===== config.mk =====
export PLATFORM = sky130hd
export DESIGN_NAME = ldc_top
export DESIGN_NICKNAME = d
export VERILOG_FILES = /design/src/inc/ldc_pkg.sv /design/src/verilog/ldc_top.sv /design/src/verilog/ldc_prescale.sv
export VERILOG_INCLUDE_DIRS = /design/src /design/src/inc
export SDC_FILE = /design/constraint.sdc
export NUM_CORES = 1
export LEC_CHECK = 0
export ABC_AREA = 1
export BUFFER_PORTS_ARGS = -buffer_cell sky130_fd_sc_hd__buf_2
export CAP_MARGIN = 20
export CORE_MARGIN = 2
export CORE_UTILIZATION = 50
export CTS_CLUSTER_DIAMETER = 80
export DETAILED_ROUTE_END_ITERATION = 16
export GPL_ROUTABILITY_DRIVEN = 0
export HOLD_SLACK_MARGIN = 0.02
export PLACE_DENSITY = 0.78
export SLEW_MARGIN = 5
export SYNTH_ARGS = -nofsm -noshare
export SYNTH_HDL_FRONTEND = slang
export SYNTH_SLANG_ARGS = --single-unit

===== constraint.sdc =====
create_clock -name I_SYS_CLK -period 1.74 [get_ports I_SYS_CLK]
set_input_delay 0.261 -clock I_SYS_CLK [delete_from_list [all_inputs] [get_ports I_SYS_CLK]]
set_output_delay 0.261 -clock I_SYS_CLK [all_outputs]
set_load 0.05 [all_outputs]

===== src/inc/ldc_cfg.svh =====
// Register map, field positions, reset values and divider counts of the
// display drive control block. Included by the package and the design files.
`ifndef LDC_CFG_SVH
`define LDC_CFG_SVH

// Register indices; the byte address on the bus is four times the index
`define LDC_IDX_CTRL      14'h2021
`define LDC_IDX_SEGS      14'h2022
`define LDC_IDX_STAT      14'h2023

// Control register field positions
`define LDC_EN_BIT        5
`define LDC_SEL_LSB       0
`define LDC_SEL_MSB       1
`define LDC_CTRL_W        8

// Reset values: scan rate selector 01, display output off
`define LDC_CTRL_RST      8'h01
`define LDC_SEGS_RST      8'h00

// Converter clock to scan base frequency
`define LDC_PRESCALE      128
`define LDC_BASE_HZ       38400

// Base-frequency ticks per line change for each selector code, minus one
`define LDC_LIM_SEL0      9'h1FF
`define LDC_LIM_SEL1      9'h0FF
`define LDC_LIM_SEL2      9'h07F
`define LDC_LIM_SEL3      9'h03F

// Bus responses
`define LDC_RESP_OKAY     2'b00
`define LDC_RESP_SLVERR   2'b10

`endif


===== src/inc/ldc_pkg.sv =====
// Types shared by the display drive control design.
// Assumes ldc_cfg.svh is on the include path.
`default_nettype none
`include "ldc_cfg.svh"

package ldc_pkg;

  // Scan rate selector codes: base frequency divided by 2^9 .. 2^6
  typedef enum logic [1:0] {
    LDC_SEL_DIV512 = 2'b00,
    LDC_SEL_DIV256 = 2'b01,
    LDC_SEL_DIV128 = 2'b10,
    LDC_SEL_DIV64  = 2'b11
  } ldc_sel_t;

  // AXI4-Lite response codes used by the slave
  typedef enum logic [1:0] {
    LDC_RESP_OKAY   = `LDC_RESP_OKAY,
    LDC_RESP_SLVERR = `LDC_RESP_SLVERR
  } ldc_resp_t;

endpackage

`default_nettype wire


===== src/verilog/ldc_top.sv =====
// Display drive control: AXI4-Lite register slave, scan rate generator and
// the bias, backplane and segment line drive of a segmented glass panel.
// Assumes an AXI4-Lite master on I_SYS_CLK and a free-running converter
// clock pin; the glass and the analog bias switches sit outside.
`default_nettype none
`include "ldc_cfg.svh"

module ldc_top #(
  parameter int NSEG     = 8,
  parameter int PRESCALE = `LDC_PRESCALE
) (
  // Clock and reset
  input  wire logic                I_SYS_CLK,
  input  wire logic                I_RESET_N,
  // Converter clock pin
  input  wire logic                I_CONV_CLK,
  // AXI4-Lite write address and data
  input  wire logic                I_AWVALID,
  output logic                     O_AWREADY,
  input  wire logic [15:0]         I_AWADDR,
  input  wire logic                I_WVALID,
  output logic                     O_WREADY,
  input  wire logic [31:0]         I_WDATA,
  input  wire logic [3:0]          I_WSTRB,
  // AXI4-Lite write response
  output logic                     O_BVALID,
  input  wire logic                I_BREADY,
  output ldc_pkg::ldc_resp_t       O_BRESP,
  // AXI4-Lite read address and data
  input  wire logic                I_ARVALID,
  output logic                     O_ARREADY,
  input  wire logic [15:0]         I_ARADDR,
  output logic                     O_RVALID,
  input  wire logic                I_RREADY,
  output logic [31:0]              O_RDATA,
  output ldc_pkg::ldc_resp_t       O_RRESP,
  // Panel drive
  output logic                     O_BIAS_LEVEL_OUT_LOW,
  output logic                     O_BIAS_LEVEL_OUT_MID,
  output logic                     O_BIAS_LEVEL_OUT_HIGH,
  output logic                     O_BACKPLANE,
  output logic [NSEG-1:0]          O_SEG
);

  import ldc_pkg::*;

  logic [`LDC_CTRL_W-1:0] ctrl;
  logic [NSEG-1:0]        segs;
  logic                   aw_have;
  logic                   w_have;
  logic [13:0]            aw_idx;
  logic [31:0]            w_data;
  logic [3:0]             w_strb;
  logic                   do_write;
  logic [13:0]            ar_idx;
  logic                   base_tick;
  ldc_sel_t               active_sel;
  logic [8:0]             scan_cnt;
  logic [8:0]             scan_lim;
  logic                   scan_wrap;
  logic                   phase;
  logic                   next_en;
  logic [31:0]            next_rdata;
  ldc_resp_t              next_rresp;

  // Converter clock to base frequency pulse
  ldc_prescale #(
    .PRESCALE (PRESCALE)
  ) u_prescale (
    .i_clk      (I_SYS_CLK),
    .i_reset_n  (I_RESET_N),
    .i_conv_clk (I_CONV_CLK),
    .o_tick     (base_tick)
  );

  // Write address and data are accepted independently; each is held until
  // both are present, so the master may offer them in either order.
  always_ff @(posedge I_SYS_CLK or negedge I_RESET_N) begin
    if (!I_RESET_N) begin
      aw_have <= 1'b0;
      w_have  <= 1'b0;
      aw_idx  <= 14'h0000;
      w_data  <= 32'h0000_0000;
      w_strb  <= 4'h0;
    end else begin
      if (I_AWVALID && O_AWREADY) begin
        aw_have <= 1'b1;
        aw_idx  <= I_AWADDR[15:2];
      end else if (do_write) begin
        aw_have <= 1'b0;
      end
      if (I_WVALID && O_WREADY) begin
        w_have <= 1'b1;
        w_data <= I_WDATA;
        w_strb <= I_WSTRB;
      end else if (do_write) begin
        w_have <= 1'b0;
      end
    end
  end

  // A write completes once both halves are held and no response is pending
  assign do_write = aw_have && w_have && !O_BVALID;

  // Ready is withdrawn while a half is held, so one write at a time
  always_ff @(posedge I_SYS_CLK or negedge I_RESET_N) begin
    if (!I_RESET_N) begin
      O_AWREADY <= 1'b0;
      O_WREADY  <= 1'b0;
    end else begin
      O_AWREADY <= !(aw_have || (I_AWVALID && O_AWREADY)) || do_write;
      O_WREADY  <= !(w_have || (I_WVALID && O_WREADY)) || do_write;
    end
  end

  // Write response; unmapped indices answer SLVERR and change nothing
  always_ff @(posedge I_SYS_CLK or negedge I_RESET_N) begin
    if (!I_RESET_N) begin
      O_BVALID <= 1'b0;
      O_BRESP  <= LDC_RESP_OKAY;
    end else if (do_write) begin
      O_BVALID <= 1'b1;
      O_BRESP  <= (aw_idx == `LDC_IDX_CTRL || aw_idx == `LDC_IDX_SEGS) ?
                  LDC_RESP_OKAY : LDC_RESP_SLVERR;
    end else if (I_BREADY) begin
      O_BVALID <= 1'b0;
    end
  end

  // control fields stored
  // Only byte lane 0 carries bits; the upper lanes are not stored.
  always_ff @(posedge I_SYS_CLK or negedge I_RESET_N) begin
    if (!I_RESET_N) begin
      ctrl <= `LDC_CTRL_RST;
    end else if (do_write && aw_idx == `LDC_IDX_CTRL && w_strb[0]) begin
      ctrl <= w_data[`LDC_CTRL_W-1:0];
    end
  end

  // Segment pattern register, one bit per segment line
  always_ff @(posedge I_SYS_CLK or negedge I_RESET_N) begin
    if (!I_RESET_N) begin
      segs <= NSEG'(`LDC_SEGS_RST);
    end else if (do_write && aw_idx == `LDC_IDX_SEGS) begin
      for (int b = 0; b < NSEG; b++) begin
        if (w_strb[b/8]) begin
          segs[b] <= w_data[b];
        end
      end
    end
  end

  always_comb begin
    ar_idx     = I_ARADDR[15:2];
    next_rdata = 32'h0000_0000;
    next_rresp = LDC_RESP_OKAY;
    unique case (ar_idx)
      `LDC_IDX_CTRL: begin
        next_rdata[`LDC_CTRL_W-1:0] = ctrl;
      end
      `LDC_IDX_SEGS: begin
        next_rdata[NSEG-1:0] = segs;
      end
      `LDC_IDX_STAT: begin
        next_rdata[3]   = phase;
        next_rdata[2]   = O_BIAS_LEVEL_OUT_HIGH;
        next_rdata[1:0] = active_sel;
      end
      default: begin
        next_rresp = LDC_RESP_SLVERR;
      end
    endcase
  end

  // Read channel: one read at a time, data held until taken
  always_ff @(posedge I_SYS_CLK or negedge I_RESET_N) begin
    if (!I_RESET_N) begin
      O_ARREADY <= 1'b0;
      O_RVALID  <= 1'b0;
      O_RDATA   <= 32'h0000_0000;
      O_RRESP   <= LDC_RESP_OKAY;
    end else begin
      O_ARREADY <= 1'b0;
      if (I_ARVALID && !O_ARREADY && !O_RVALID) begin
        O_ARREADY <= 1'b1;
        O_RVALID  <= 1'b1;
        O_RDATA   <= next_rdata;
        O_RRESP   <= next_rresp;
      end else if (O_RVALID && I_RREADY) begin
        O_RVALID <= 1'b0;
      end
    end
  end

  always_comb begin
    unique case (active_sel)
      LDC_SEL_DIV512: scan_lim = `LDC_LIM_SEL0;
      LDC_SEL_DIV256: scan_lim = `LDC_LIM_SEL1;
      LDC_SEL_DIV128: scan_lim = `LDC_LIM_SEL2;
      LDC_SEL_DIV64:  scan_lim = `LDC_LIM_SEL3;
    endcase
  end

  assign scan_wrap = base_tick && (scan_cnt == scan_lim);

  // boundary-aligned rate change
  // The selector is only sampled at a wrap, so a rate change never cuts a
  // line period short and never produces a runt pulse on the glass.
  always_ff @(posedge I_SYS_CLK or negedge I_RESET_N) begin
    if (!I_RESET_N) begin
      scan_cnt   <= 9'h000;
      active_sel <= ldc_sel_t'(2'(`LDC_CTRL_RST >> `LDC_SEL_LSB));
      phase      <= 1'b0;
    end else if (scan_wrap) begin
      scan_cnt   <= 9'h000;
      active_sel <= ldc_sel_t'(ctrl[`LDC_SEL_MSB:`LDC_SEL_LSB]);
      phase      <= !phase;
    end else if (base_tick) begin
      scan_cnt <= scan_cnt + 9'h001;
    end
  end

  // immediate switch-off
  // The new enable is used in the same edge as the register write, so the
  // lines drop together with the stored bit, not a scan period later.
  always_comb begin
    next_en = ctrl[`LDC_EN_BIT];
    if (do_write && aw_idx == `LDC_IDX_CTRL && w_strb[0]) begin
      next_en = w_data[`LDC_EN_BIT];
    end
  end

  always_ff @(posedge I_SYS_CLK or negedge I_RESET_N) begin
    if (!I_RESET_N) begin
      O_BIAS_LEVEL_OUT_LOW  <= 1'b0;
      O_BIAS_LEVEL_OUT_MID  <= 1'b0;
      O_BIAS_LEVEL_OUT_HIGH <= 1'b0;
      O_BACKPLANE           <= 1'b0;
      O_SEG                 <= '0;
    end else if (next_en) begin
      O_BIAS_LEVEL_OUT_LOW  <= 1'b1;
      O_BIAS_LEVEL_OUT_MID  <= 1'b1;
      O_BIAS_LEVEL_OUT_HIGH <= 1'b1;
      O_BACKPLANE           <= phase;
      // Lit segments run opposite to the backplane; no net DC on the glass
      O_SEG                 <= segs ^ {NSEG{phase}};
    end else begin
      O_BIAS_LEVEL_OUT_LOW  <= 1'b0;
      O_BIAS_LEVEL_OUT_MID  <= 1'b0;
      O_BIAS_LEVEL_OUT_HIGH <= 1'b0;
      O_BACKPLANE           <= 1'b0;
      O_SEG                 <= '0;
    end
  end

endmodule // ldc_top

`default_nettype wire


===== src/verilog/ldc_prescale.sv =====
// Prescaler: synchronises the converter clock pin and emits one system
// clock pulse every PRESCALE rising edges of it.
// Assumes the converter clock is well below half the system clock rate.
`default_nettype none
`include "ldc_cfg.svh"

module ldc_prescale #(
  parameter int PRESCALE = `LDC_PRESCALE
) (
  // Clock and reset
  input  wire logic i_clk,
  input  wire logic i_reset_n,
  // Converter clock pin, asynchronous to i_clk
  input  wire logic i_conv_clk,
  // One-cycle pulse at the scan base frequency
  output logic      o_tick
);

  localparam int CW = $clog2(PRESCALE);

  logic          sync_a;
  logic          sync_b;
  logic          sync_c;
  logic [CW-1:0] count;

  // Two-stage synchroniser plus a history bit for edge detection
  always_ff @(posedge i_clk or negedge i_reset_n) begin
    if (!i_reset_n) begin
      sync_a <= 1'b0;
      sync_b <= 1'b0;
      sync_c <= 1'b0;
    end else begin
      sync_a <= i_conv_clk;
      sync_b <= sync_a;
      sync_c <= sync_b;
    end
  end

  always_ff @(posedge i_clk or negedge i_reset_n) begin
    if (!i_reset_n) begin
      count  <= '0;
      o_tick <= 1'b0;
    end else begin
      o_tick <= 1'b0;
      if (sync_b && !sync_c) begin
        if (count == CW'(PRESCALE - 1)) begin
          count  <= '0;
          o_tick <= 1'b1;
        end else begin
          count <= count + CW'(1);
        end
      end
    end
  end

endmodule // ldc_prescale

`default_nettype wire


==> results <==
- The mean instance size in the synthesized netlist is 9.04 sq um.
- The worst hold path depth is 2.
- Between clock sinks in the finished design, the worst skew comes to between 7 and 8 ps.
- The worst hold path startpoint is I_BREADY.
- The maximum clock frequency is 0.672 GHz.
- In this run the worst hold path is classified as input port to flip-flop.
- For the pin with the worst max-slew slack, the measured transition is 554 ps.
- After detailed routing, the total wire length is 7410 um.
- The worst register-to-register path begins at scan_cnt[0].
- At the later pin of the worst-skew pair, clock insertion delay measures 350 ps.
- The top-level I/O count is about 130.
- The via count is 3025.
- Setup repair after global routing left no endpoint under its margin.
- Counting tap cells, the placed design contains a total of 629 instances.
- The number of clock buffers inserted by TritonCTS is 9.
- The register-to-register setup slack is 250 ps.
- In this run, the number of DRC markers left after iteration 0 of detailed routing was roughly 170.
- The number of global-route vias before repair is 2798.
- The leakage power of the design is 2.49 nW.
- The final instance count without filler cells is roughly 650.
- The post-detailed-route wirelength per cell is 11.4 um.
- In this run the worst path has a maximum fanout of 8.
- The post-synthesis cell count is ~460.
- For this design the ratio of total power to cell area is between 1000 and 1500 mW/mm^2.
- The root buffer cell is sky130_fd_sc_hd__clkbuf_8.
- The final-report setup violation count is 0.
- The clock edge transition at the registers on the reported setup and hold paths is about 90 ps.
- Leaving out fill and tap cells, the most frequent cells in the layout are sky130_fd_sc_hd__nand2_1, sky130_fd_sc_hd__dfrtp_1, sky130_fd_sc_hd__buf_2.
- Entering global routing, the biggest net connects 40 pins.
- In this run the tool buffered the top-level ports with 71 buffer cells.
- The CTS tree is built.
- Headroom to the max-slew limit came out at 63.0%.
- The maximum clock insertion buffer count is 2.
- The share of the yosys chip area belonging to registers is 54.0%.
- The required arrival time at the worst endpoint is approximately 2000 ps.
- VDD sags by at most 0.967 mV.
- The die width is between 90 and 100 um.
- The run finished with clean final reports.
- The path with the worst hold slack has its endpoint at O_BVALID.
- The first global-routing pass estimated 12400 um of wire.
- The synthesized design contains 89 register bits.
- The die boundary height is 94.9 um.
- The worst register-to-register path ends at scan_cnt[5].
- The final antenna diode count is 0.
- The number of setup buffers added after CTS is 0.
- The most common cell after layout, fill and taps aside is sky130_fd_sc_hd__nand2_1.
- The arrival time reported for the critical path endpoint is 1730 ps.
- The number of hold violations in the final report is 0.
- The number of antenna-violating nets in the routed design is 0.
- The quantity of gates resized following cts is 0.
- The floorplan step defined a die boundary enclosing 0.00901 sq mm.
- The number of detailed-routing iterations run before antenna repair is 4.
- The area growth from synthesis to layout is 14.7%.
- The number of antenna violations at the first check in global routing is 0.
- Measured in cells, the most critical reg-to-reg path has a length of 8.
- The starting density of the core is 51.1%.
- The synthesized area is 0.00413 sq mm.
- For this run, the post-layout net count is 615.
- The area of the core is 0.00809 sq mm.
- For this run, the number of Yosys warnings is 0.
- The critical path in this run is classified as flip-flop to flip-flop.
- The number of levels the H-tree was split into is 3.
- The via-per-instance ratio is roughly 4.7.
- STA classifies the critical path startpoint as a flip-flop.
- The number of core rows is 33.
- The final number of max-transition violations is 0.
- Counting I/O delays and the setup requirement, the final critical path takes between 1000 and 1500 ps.
- The number of different library cells used by synthesis comes to 31.
- After detailed routing, the number of remaining DRC violations is 0.
- The fraction of layout cells with a size suffix above 1 is 23.4%.
- The number of violations of the max-capacitance limit is 0.
- The kind of end point of the critical path is a flip-flop.
- The combined global-route utilization of all metal layers is 17.7%.
- The wire-length estimate of the detail-placed layout is 5570 um.
- The share of the clock period used by the worst path after layout is 85.6%.
- The clock net sink count is 89.
- The global route total overflow is 0.
- Adding up every negative setup slack in the final design gives 0 ps.
-- power by group --
group / switching [W] / internal [W] / leakage, nW
sequential: 0.000259 / 0.00248 / 1.15
clock: 0.000728 / 0.000605 / 0.0924
combinational: 0.000922 / 0.000436 / 1.25
-- cells by family (layout without fill, tap and decap cells) --
group,Yosys count,count (layout),synth area share (%)
xor gates and xnor gates,14,14,2.97
buffers and inverters,80,140,10.3
DFF,89,89,54.0
AOI/OAI and AO/OA,31,31,3.88
muxes,9,9,2.45
and+or+nand+nor,231,231,25.7
adders and majority gates,2,2,0.605
other,1,26,0.0907
-- worst max-delay path, stage by stage, from the launching register on --
cell and delay, ps:
sky130_fd_sc_hd__dfrtp_1 400, sky130_fd_sc_hd__ha_1 170, sky130_fd_sc_hd__nand2_1 80, sky130_fd_sc_hd__nor2_2 130
sky130_fd_sc_hd__nand2_1 100, sky130_fd_sc_hd__nor2_4 180, sky130_fd_sc_hd__nand2_2 150, sky130_fd_sc_hd__inv_1 120
sky130_fd_sc_hd__nor2_1 50
-- metal layers --
metal	up-vias	global-route usage [%]	wire [um]
met1	1374	23.4	3400
met4	0	5.80	85
met3	9	4.07	474
li1	1544	-	-
met5	-	0	0
met2	98	28.8	3450
-- how the worst max path moves through the flow --
stage / slack, ps / endpoint / depth (start not counted) / from
2_1_floorplan: 180 / O_BIAS_LEVEL_OUT_HIGH / 7 / O_BVALID
3_3_place_gp: 290 / segs[7] / 6 / aw_idx[11]
3_5_place_dp: 250 / segs[7] / 6 / aw_idx[11]
4_1_cts: 230 / segs[7] / 6 / aw_idx[11]
5_1_grt: 110 / scan_cnt[5] / 8 / scan_cnt[0]
6_report: 250 / scan_cnt[5] / 8 / scan_cnt[0]
-- final cells by class --
type                       instances  area, sq um
fill                             707         3350
tap                              105          131
clock inverter                     5         37.5
multi-input combinational        313         1570
sequential                        89         2230
clock buffer                      11          151
timing repair buffer              80          455
inverter                          44          165
-- Yosys cell counts, drive strengths merged --
library cell | n | share of area [%]
nor2 | 60 | 6.4
ha | 2 | 0.61
o21ai | 11 | 1.3
a21oi | 18 | 2.2
nor3 | 5 | 1.2
dfrtp | 87 | 53
inv | 43 | 3.9
nand4 | 10 | 1.5
clkbuf | 3 | 0.27
conb | 1 | 0.091
buf | 33 | 6.1
nand3 | 36 | 5.1
xor2 | 3 | 0.64
mux2 | 9 | 2.5
clkinv | 1 | 0.091
o211ai | 1 | 0.18
a22oi | 1 | 0.18
nor3b | 1 | 0.45
nand2 | 119 | 11
dfstp | 2 | 1.3
xnor2 | 11 | 2.3
-- sequential cells by signal, indices dropped and copies added (netlist names), 2 cells and up --
register	cells
active_sel	2
scan_cnt	9
aw_idx	14
O_SEG	8
u_prescale.count	7
O_RDATA	8
w_data	8
ctrl	8
segs	8
-- stage by stage --
stage | hold slack, ps | area, sq um | setup slack, ps | total power [W] | utilization, %
finish | 72.2 | 4740 | 251 | 0.00543 | 58.6
global route | 67.8 | 4740 | 109 | 0.00576 | 58.6
CTS | 68.0 | 4740 | 229 | 0.00548 | 58.6
detailed placement | 279 | 4530 | 252 | 0.00414 | 56.0
global placement | 277 | 4530 | 288 | 0.00408 | 56.0
floorplan | -34.6 | 4230 | 183 | 0.00382 | -
-- repair_timing --
item / 4_1_cts / 5_1_grt
endpoints found under the setup margin: 0 / 0
hold endpoints to repair: 36 / 0
hold buffers: 2 / 0
No activity file was read; power rests on OpenSTA's default activity.
